`src/dio_params.svh`:
```
// Constants for the port 2 to 4 digital I/O register block.
// Assumes byte-wide registers at byte addresses on a plain register port.
`ifndef DIO_PARAMS_SVH
`define DIO_PARAMS_SVH

// Widths
`define DIO_PORT_W       8
`define DIO_ADDR_W       8
`define DIO_SYNC_STAGES  2

// Register offsets
`define DIO_P2_SEL_LO_OFS  8'h1B
`define DIO_P2_SEL_HI_OFS  8'h1D
`define DIO_P3_IN_OFS      8'h30
`define DIO_P4_IN_OFS      8'h31
`define DIO_P3_OUT_OFS     8'h32
`define DIO_P3_DIR_OFS     8'h34
`define DIO_P3_SEL_LO_OFS  8'h3A
`define DIO_P3_SEL_HI_OFS  8'h3C

// Reset values
`define DIO_DIR_RST     8'h00
`define DIO_SEL_RST     8'h00
`define DIO_RDATA_IDLE  8'h00

// Direction bit values
`define DIO_DIR_IN   1'b0
`define DIO_DIR_OUT  1'b1

`endif

```
`src/dio_pkg.sv`:
```
// Types shared by the port 2 to 4 digital I/O block.
// Assumes dio_params.svh is on the include path.
`include "dio_params.svh"

package dio_pkg;

  // Per-pin function code, high select bit then low select bit
  typedef enum logic [1:0] {
    DIO_FUNC_GPIO = 2'h0,
    DIO_FUNC_PRI  = 2'h1,
    DIO_FUNC_SEC  = 2'h2,
    DIO_FUNC_TER  = 2'h3
  } dio_func_t;

  // One request on the register port
  typedef struct packed {
    logic [`DIO_ADDR_W-1:0] addr;
    logic [`DIO_PORT_W-1:0] wdata;
    logic                   wr;
    logic                   rd;
  } dio_bus_req_t;

  // Drive of one port's pins
  typedef struct packed {
    logic [`DIO_PORT_W-1:0] level;
    logic [`DIO_PORT_W-1:0] oe;
  } dio_pin_drv_t;

endpackage : dio_pkg

```
`src/dio_sync.sv`:
```
// Two-stage synchroniser for pin levels entering the system clock domain.
// Assumes the inputs are asynchronous to sys_clk_i.
`include "dio_params.svh"

module dio_sync #(
  parameter int unsigned WIDTH = `DIO_PORT_W
) (
  // Clock and reset
  input  wire logic             sys_clk_i,
  input  wire logic             sys_rst_i,
  // Levels
  input  wire logic [WIDTH-1:0] async_i,
  output logic      [WIDTH-1:0] sync_o
);

  logic [WIDTH-1:0] meta_q;
  logic [WIDTH-1:0] sync_q;

  // First stage feeds only the second stage
  always_ff @(posedge sys_clk_i) begin
    if (sys_rst_i) begin
      meta_q <= '0;
      sync_q <= '0;
    end else begin
      meta_q <= async_i;
      sync_q <= meta_q;
    end
  end

  assign sync_o = sync_q;

endmodule : dio_sync

```
`src/dio_ports_two_to_four.sv`:
```
// Digital I/O register block for ports 2, 3 and 4: select, direction,
// output and input registers with per-pin function routing.
// Assumes a single-master register port on sys_clk_i and asynchronous pins.
`include "dio_params.svh"

module dio_ports_two_to_four
  import dio_pkg::*;
(
  // Clock and reset
  input  wire logic                            sys_clk_i,
  input  wire logic                            sys_rst_i,
  // Register port
  input  wire dio_bus_req_t                    bus_req_i,
  output logic             [`DIO_PORT_W-1:0]   bus_rdata_o,
  // Port 2 function routing
  output dio_func_t        [`DIO_PORT_W-1:0]   p2_func_o,
  // Port 3 pins
  input  wire logic        [`DIO_PORT_W-1:0]   p3_pin_i,
  output logic             [`DIO_PORT_W-1:0]   p3_pin_o,
  output logic             [`DIO_PORT_W-1:0]   p3_pin_oe_o,
  // Port 3 module functions
  output dio_func_t        [`DIO_PORT_W-1:0]   p3_func_o,
  input  wire logic        [`DIO_PORT_W-1:0]   p3_mod_pri_i,
  input  wire logic        [`DIO_PORT_W-1:0]   p3_mod_sec_i,
  input  wire logic        [`DIO_PORT_W-1:0]   p3_mod_ter_i,
  output logic             [`DIO_PORT_W-1:0]   p3_mod_in_o,
  // Port 4 pins
  input  wire logic        [`DIO_PORT_W-1:0]   p4_pin_i,
  output logic             [`DIO_PORT_W-1:0]   p4_mod_in_o
);

  localparam int unsigned W = `DIO_PORT_W;

  // Registers
  logic [W-1:0] p2_sel_lo_q;
  logic [W-1:0] p2_sel_hi_q;
  logic [W-1:0] p3_out_q;
  logic [W-1:0] p3_dir_q;
  logic [W-1:0] p3_sel_lo_q;
  logic [W-1:0] p3_sel_hi_q;
  logic [W-1:0] rdata_q;
  logic [W-1:0] rdata_d;

  // Synchronised pin levels
  logic [W-1:0] p3_in_sync;
  logic [W-1:0] p4_in_sync;

  // Pin drive
  dio_pin_drv_t         p3_drv_d;
  dio_pin_drv_t         p3_drv_q;
  dio_func_t    [W-1:0] p2_func;
  dio_func_t    [W-1:0] p3_func;
  logic         [W-1:0] p3_lvl_sel;
  logic         [W-1:0] p3_oe_sel;

  // Write decode
  logic wr_p2_sel_lo;
  logic wr_p2_sel_hi;
  logic wr_p3_out;
  logic wr_p3_dir;
  logic wr_p3_sel_lo;
  logic wr_p3_sel_hi;

  assign wr_p2_sel_lo = bus_req_i.wr && (bus_req_i.addr == `DIO_P2_SEL_LO_OFS);
  assign wr_p2_sel_hi = bus_req_i.wr && (bus_req_i.addr == `DIO_P2_SEL_HI_OFS);
  assign wr_p3_out    = bus_req_i.wr && (bus_req_i.addr == `DIO_P3_OUT_OFS);
  assign wr_p3_dir    = bus_req_i.wr && (bus_req_i.addr == `DIO_P3_DIR_OFS);
  assign wr_p3_sel_lo = bus_req_i.wr && (bus_req_i.addr == `DIO_P3_SEL_LO_OFS);
  assign wr_p3_sel_hi = bus_req_i.wr && (bus_req_i.addr == `DIO_P3_SEL_HI_OFS);

  // Pin inputs cross into the clock domain before anyone reads them
  dio_sync #(
    .WIDTH (W)
  ) u_p3_sync (
    .sys_clk_i (sys_clk_i),
    .sys_rst_i (sys_rst_i),
    .async_i   (p3_pin_i),
    .sync_o    (p3_in_sync)
  );

  dio_sync #(
    .WIDTH (W)
  ) u_p4_sync (
    .sys_clk_i (sys_clk_i),
    .sys_rst_i (sys_rst_i),
    .async_i   (p4_pin_i),
    .sync_o    (p4_in_sync)
  );

  // Port 2 select registers
  always_ff @(posedge sys_clk_i) begin
    if (sys_rst_i) begin
      p2_sel_lo_q <= `DIO_SEL_RST;
    end else if (wr_p2_sel_lo) begin
      p2_sel_lo_q <= bus_req_i.wdata;
    end
  end

  always_ff @(posedge sys_clk_i) begin
    if (sys_rst_i) begin
      p2_sel_hi_q <= `DIO_SEL_RST;
    end else if (wr_p2_sel_hi) begin
      p2_sel_hi_q <= bus_req_i.wdata;
    end
  end

  // Output value has no reset so software must load it before driving
  always_ff @(posedge sys_clk_i) begin
    if (wr_p3_out) begin
      p3_out_q <= bus_req_i.wdata;
    end
  end

  always_ff @(posedge sys_clk_i) begin
    if (sys_rst_i) begin
      p3_dir_q <= `DIO_DIR_RST;
    end else if (wr_p3_dir) begin
      p3_dir_q <= bus_req_i.wdata;
    end
  end

  always_ff @(posedge sys_clk_i) begin
    if (sys_rst_i) begin
      p3_sel_lo_q <= `DIO_SEL_RST;
      p3_sel_hi_q <= `DIO_SEL_RST;
    end else begin
      if (wr_p3_sel_lo) begin
        p3_sel_lo_q <= bus_req_i.wdata;
      end
      if (wr_p3_sel_hi) begin
        p3_sel_hi_q <= bus_req_i.wdata;
      end
    end
  end

  // Per-pin function code and pin drive
  genvar gi;
  generate
    for (gi = 0; gi < W; gi++) begin : g_pin
      assign p2_func[gi] = dio_func_t'({p2_sel_hi_q[gi], p2_sel_lo_q[gi]});
      assign p3_func[gi] = dio_func_t'({p3_sel_hi_q[gi], p3_sel_lo_q[gi]});

      always_comb begin
        unique case (p3_func[gi])
          DIO_FUNC_GPIO: p3_lvl_sel[gi] = p3_out_q[gi];
          DIO_FUNC_PRI:  p3_lvl_sel[gi] = p3_mod_pri_i[gi];
          DIO_FUNC_SEC:  p3_lvl_sel[gi] = p3_mod_sec_i[gi];
          DIO_FUNC_TER:  p3_lvl_sel[gi] = p3_mod_ter_i[gi];
        endcase
      end

      assign p3_oe_sel[gi] = (p3_dir_q[gi] == `DIO_DIR_OUT);
    end
  endgenerate

  // One driver for the whole struct, so level and enable always share one writer
  assign p3_drv_d = '{level: p3_lvl_sel, oe: p3_oe_sel};

  // Pin drive is registered; a pin that is not enabled shows low
  always_ff @(posedge sys_clk_i) begin
    if (sys_rst_i) begin
      p3_drv_q <= '0;
    end else begin
      p3_drv_q.oe    <= p3_drv_d.oe;
      p3_drv_q.level <= p3_drv_d.level & p3_drv_d.oe;
    end
  end

  assign p3_pin_o    = p3_drv_q.level;
  assign p3_pin_oe_o = p3_drv_q.oe;
  assign p3_func_o   = p3_func;
  assign p2_func_o   = p2_func;
  assign p3_mod_in_o = p3_in_sync;
  assign p4_mod_in_o = p4_in_sync;

  // Read mux; unmapped addresses read zero
  always_comb begin
    unique case (bus_req_i.addr)
      `DIO_P2_SEL_LO_OFS: rdata_d = p2_sel_lo_q;
      `DIO_P2_SEL_HI_OFS: rdata_d = p2_sel_hi_q;
      `DIO_P3_IN_OFS:     rdata_d = p3_in_sync;
      `DIO_P4_IN_OFS:     rdata_d = p4_in_sync;
      `DIO_P3_OUT_OFS:    rdata_d = p3_out_q;
      `DIO_P3_DIR_OFS:    rdata_d = p3_dir_q;
      `DIO_P3_SEL_LO_OFS: rdata_d = p3_sel_lo_q;
      `DIO_P3_SEL_HI_OFS: rdata_d = p3_sel_hi_q;
      default:            rdata_d = `DIO_RDATA_IDLE;
    endcase
  end

  // Read data stand only in the cycle after the strobe
  always_ff @(posedge sys_clk_i) begin
    if (sys_rst_i) begin
      rdata_q <= `DIO_RDATA_IDLE;
    end else if (bus_req_i.rd) begin
      rdata_q <= rdata_d;
    end else begin
      rdata_q <= `DIO_RDATA_IDLE;
    end
  end

  assign bus_rdata_o = rdata_q;
endmodule : dio_ports_two_to_four

```
`config.mk`:
```
export PLATFORM = sky130hd
export DESIGN_NAME = dio_ports_two_to_four
export DESIGN_NICKNAME = d
export VERILOG_FILES = /design/src/dio_pkg.sv /design/src/dio_sync.sv /design/src/dio_ports_two_to_four.sv
export VERILOG_INCLUDE_DIRS = /design/src
export SDC_FILE = /design/constraint.sdc
export NUM_CORES = 1
export LEC_CHECK = 0
export ABC_AREA = 0
export BUFFER_PORTS_ARGS = -buffer_cell sky130_fd_sc_hd__clkbuf_2
export CORE_MARGIN = 2
export CORE_UTILIZATION = 30
export DETAILED_ROUTE_END_ITERATION = 7
export PLACE_DENSITY_LB_ADDON = 0.3
export RECOVER_POWER = 50
export SETUP_SLACK_MARGIN = 0.2
export SLEW_MARGIN = 40
export SYNTH_ARGS = -nofsm -noshare
export SYNTH_HDL_FRONTEND = slang
export SYNTH_SLANG_ARGS = --single-unit
```
`constraint.sdc`:
```
create_clock -name sys_clk_i -period 2.54 [get_ports sys_clk_i]
set_clock_uncertainty 0.15 [all_clocks]
set_input_delay 0.254 -clock sys_clk_i [delete_from_list [all_inputs] [get_ports sys_clk_i]]
set_output_delay 0.254 -clock sys_clk_i [all_outputs]
set_load 0.05 [all_outputs]
```
# --- Word-level counts from Yosys, hierarchy flattened ---
# Cells that the tools add are included.
word_totals:
  input_bits: 60
  register_bits: 104
  output_inout_bits: 72
  word_cells: 71
op_classes:
  eq_ne: 32
  reduce_logical: 15
  bitwise_logic: 2
  n_mux: 9
op_table:
  columns: ["cell", "count"]
  rows:
  - ["$pmux 8 s8", 1]
  - ["$eq 8x6->1 const B", 6]
  - ["$eq 2x2->1 const B", 16]
  - ["$pmux 1 s4", 8]
  - ["$eq 2x1->1 const B", 8]
  - ["$eq 8x5->1 const B", 2]
  - ["$logic_not 2->1", 8]
  - ["$and 8x8->8", 1]
  - ["$logic_and 1x1->1", 6]
  - ["$reduce_or 2->1", 1]
  - ["$not 1->1", 1]

# --- Longest topological paths before layout ---
depth:
  ltp_word: 3
  ltp_mapped: 7
  mapped_depth_nobuf: 4

# --- Cells and area by module ---
# Synthesis repeated with hierarchy kept, for this count alone.
unflattened:
  hier_cells: 340
  hier_area_um2: 4072.7
by_module_without_submodules:
  columns: ["mod", "area_per_inst_um2", "cells_each", "n_inst", "seq_area_each_um2"]
  rows:
  - ["dio_ports_two_to_four", 3144.3, 274, 1, 1521.5]
  - ["dio_sync", 464.2, 33, 2, 320.3]

# --- Worst setup path after synthesis ---
# No wires, ideal clock.
synth_path:
  path_kind: "input port to flip-flop"
  from: "in bus_req_i[16] (netlist bit)"
  to: "reg p3_out_q[0] (enable)"
  path_buffers: 0
  setup_slack_ns: 0.464
  setup_ns: 0.383
  path_stages: 4
  t_arrival_ns: 1.543
  required_time_ns: 2.007
  path_cell_list: "nand4bb_1 nor2_2 nand2_1 nor3_1"
synth_via:
  elab_chain_cells: 2
synth_lines:
  columns: ["element", "line_no", "rtl"]
  rows:
  - ["from (decl)", "dio_ports_two_to_four.sv:13", "input wire dio_bus_req_t bus_req_i,"]
  - ["$eq 8x6->1", null, null]
  - ["$logic_and 1x1->1", "dio_ports_two_to_four.sv:66", "assign wr_p3_out = bus_req_i.wr && (bus_req_i.addr == `DIO_P3_OUT_OFS);"]
  - ["net wr_p3_out", "dio_ports_two_to_four.sv:59", "logic wr_p3_out;"]
  - ["to (signal assigned)", "dio_ports_two_to_four.sv:110", "p3_out_q <= bus_req_i.wdata;"]
  - ["to (decl)", "dio_ports_two_to_four.sv:37", "logic [W-1:0] p3_out_q;"]
# The timed path passes the listed nets, and every way through them passes these cells.
# A chain may end at the register's enable or synchronous reset.

# --- Worst setup path in the final report ---
layout_path:
  from: "in sys_rst_i"
  to: "reg p2_sel_hi_q[6]"
layout_rtl:
  columns: ["element", "line_no", "rtl"]
  rows:
  - ["from (decl)", "dio_ports_two_to_four.sv:11", "input wire logic sys_rst_i,"]
  - ["to (signal assigned)", "dio_ports_two_to_four.sv:101", "p2_sel_hi_q <= `DIO_SEL_RST;"]
  - ["to (signal assigned)", "dio_ports_two_to_four.sv:103", "p2_sel_hi_q <= bus_req_i.wdata;"]
  - ["to (decl)", "dio_ports_two_to_four.sv:36", "logic [W-1:0] p2_sel_hi_q;"]
# No word-level cell between the ends.

==> impl_metrics.py <==
metrics = {
    "timing": {
        "fin_crit_ns": 1.84,
        "rsz0062_at_grt": "false",
        "maxSlewViolCount": 0,
        "hold_violations": 0,
        "finalSetupViolCount": 0,
        "final.period_utilization_pct": 72.3,
        "max_slew_margin_pct": 47.0,
        "max_freq_ghz": 0.545,
        "tns_ns": 0,
        "tightest_slew_ns": 0.796,
        "worst_slack_ns": 0.704,
    },
    "drt": {
        "drt-met1-wl_mm": 4.35,
        "wl_per_cell_um": 15.6,
        "route.detailed.drc": 0,
        "wl_met2_mm": 5.33,
        "wl_mm": 10.7,
        "antenna_left": 0,
        "maxUsedRoutingLayer": "met4",
        "vias": 3116,
        "drtIter0Drc": 150,
        "wl_met3_um": 815,
        "firstDrtPassIters": 4,
        "viasPerCell": 4.56,
    },
    "power": {
        "ir_drop_v": 0.000365,
        "combinationalPowerShare_pct": 7.0,
        "seqPwrFrac_pct": 50.2,
        "p_leak_nw": 2.38,
        "p_per_area_nw_per_um2": 632,
        "p_int_w": 0.00260,
        "sw_frac_of_total_pct": 22.5,
        "switchingPower_w": 0.000755,
        "clock_power_share_pct": 42.8,
    },
    "outcome": {
        "outcome": "finished clean",
    },
    "setup_path": {
        "r2r_start": "p3_out_q[2]",
        "crit_path_cell_trace": "clkbuf_1, clkbuf_1, buf_4, nor2_1",
        "crit_type": "in -> reg",
        "crit_required_ns": 2.62,
        "path_max_fanout": 26,
        "crit_slowest_cell": "clkbuf_1",
        "arrival_ns": 1.92,
        "path_common_cell": "clkbuf_1",
        "start_kind": "input port",
        "reg2regPathDepth": 4,
        "critPathCaptureType": "flop",
        "cp_top_family": "buffers and inverters",
        "cpPeakStageDelay_ns": 0.66,
        "r2r_end": "bus_rdata_o[2]",
        "reg2reg_slack_ns": 1.13,
        "critPathBufInv": 3,
        "crit_path_start": "sys_rst_i",
        "crit_path_end": "p2_sel_hi_q[6]",
        "cp.depth": 4,
    },
    "cts": {
        "insertion_delay_ns": 0.35,
        "cts_tree": "done",
        "clockBufferDepth": 2,
        "cts_buffers": 9,
        "clk_pin_slew_ns": 0.07,
        "htreeDepth": 3,
        "cts_root_buffer": "clkbuf_16",
        "cts_resized": 0,
        "cts.sinks": 104,
    },
    "synthesis": {
        "synth_top_area_share_pct": 47.3,
        "synth_cell_types": 32,
        "syn-cell-area_um2": 4060,
        "async_reset_ff_share_pct": 0,
        "synth-edff-count": 8,
        "yosys-top-cells-area": "dfxtp_1, mux2i_1, nor2b_1",
        "synth.largest_area_cell": "dfxtp_1",
        "avgSynthCellArea_um2": 11.5,
        "yosysSeqAreaShare_pct": 53.3,
        "synth_cells": 354,
        "synth_most_common_cell": "dfxtp_1",
        "yosys_warnings": 0,
        "netlist_top_cells_count": "dfxtp_1, nor2b_1, mux2i_1",
        "synth_fp_nets": 414,
        "postSynthRegisterBits": 104,
        "synth_ff_type": "dfxtp_1",
    },
    "global_routing": {
        "grt_max_degree": 27,
        "grt_pass1_vias": 3059,
        "grt_overflow": 0,
        "grt_usage_pct": 15.0,
        "grt_antenna_before_repair": 0,
        "grt_pass1_wl_mm": 16.4,
    },
    "layout": {
        "design_area_um2": 5310,
        "synthToLayoutAreaGrowth_pct": 30.8,
        "n_antenna_cell": 0,
        "drive_gt1_share_pct": 27.4,
        "fillCellCount": 1350,
        "nNetsFinal": 563,
    },
    "placed_design": {
        "dp_hpwl_mm": 8.15,
        "postPlaceCellArea_um2": 4900,
        "port_buffers": 131,
        "routabilityCongestion": 0.756,
        "place_ws_ns": 0.471,
    },
    "floorplan": {
        "initial_utilization_pct": 30.7,
        "die_x_um": 120,
        "io_pins": 132,
        "core-area_um2": 13200,
        "die-area_um2": 14500,
        "num_rows": 42,
        "fp.dieH_um": 120,
    },
    "worst_hold_path": {
        "min_path_type": "in -> reg",
    },
    "flow_run": {
        "drv_cap": 0,
    },
}
repair_timing:
action / 4_1_cts / 5_1_grt
setup buffers: 0 / 0
endpoints found under the hold margin: 16 / 0
hold buffers: 16 / 0
layout make-up:
cell class | count | area (um^2) | share of cell area (%)
clock buffer | 11 | 253 | 4.76
clock inverter | 5 | 61.3 | 1.15
multi-input combinational | 231 | 1790 | 33.7
sequential | 104 | 2160 | 40.7
tap | 176 | 220 | 4.15
timing repair buffer | 157 | 822 | 15.5
cell families after synthesis:
logic type | after synthesis | share of synthesized area (%)
AO/OA/AOI/OAI | 36 | 6.13
flip-flops | 104 | 53.3
multiplexers | 72 | 20.7
AND/OR/NAND/NOR | 123 | 17.3
buffers and inverters | 19 | 2.62
worst min-delay path by stage:
stage	start	end	cells past startpoint
2_1_floorplan	sys_rst_i	p3_pin_oe_o[0]	1
3_3_place_gp	u_p3_sync.meta_q[4]	u_p3_sync.sync_o[4]	1
3_5_place_dp	u_p3_sync.meta_q[5]	u_p3_sync.sync_o[5]	1
4_1_cts	bus_req_i[9]	p3_out_q[7]	1
5_1_grt	bus_req_i[9]	p3_out_q[7]	1
6_report	bus_req_i[9]	p3_out_q[7]	1
layer usage:
layer,vias up,global-route usage (%)
li1,1540,-
met1,1479,17.5
met2,83,25.0
met3,14,5.66
met4,0,5.81
met5,-,0
per-stage QoR:
stage	total power [W]	std cells	util, %	hold slack (ns)
5_1_grt	0.00348	684	40.1	0.102
3_3_place_gp	0.00194	652	37.0	0.267
3_5_place_dp	0.00194	652	37.0	0.275
4_1_cts	0.00341	684	40.6	0.0197
2_1_floorplan	0.00185	354	-	0.191
6_report	0.00335	684	40.1	0.114
registers in the layout, indices dropped and copies added (netlist names):
signal	cells
u_p3_sync.sync_o	8
p3_dir_q	8
p2_sel_lo_q	8
u_p4_sync.meta_q	8
u_p4_sync.sync_o	8
bus_rdata_o	8
p3_sel_hi_q	8
p3_pin_o	8
p3_pin_oe_o	8
p3_out_q	8
p2_sel_hi_q	8
u_p3_sync.meta_q	8
p3_sel_lo_q	8
cell usage in the layout, fill, tap and decap left out, drive strengths merged, types with 3 or more instances in the layout:
master / count
mux4: 8
inv: 3
a21oi: 8
a22oi: 8
a22o: 9
edfxtp: 8
mux2: 15
mux2i: 49
nor2b: 51
o22ai: 9
dlygate4sd3: 16
nand2: 11
and2: 8
clkbuf: 145
nor2: 36
dfxtp: 96
buf: 7
power groups by stage:
stage	logic, W	clock network (W)	registers (W)
after floorplan	0.0000932	0	0.00176
after global placement	0.000221	0	0.00172
after detailed placement	0.000224	0	0.00172
after CTS	0.000244	0.00148	0.00168
after global routing	0.000255	0.00154	0.00168
final	0.000236	0.00144	0.00168
No activity file was read; power rests on OpenSTA's default activity.
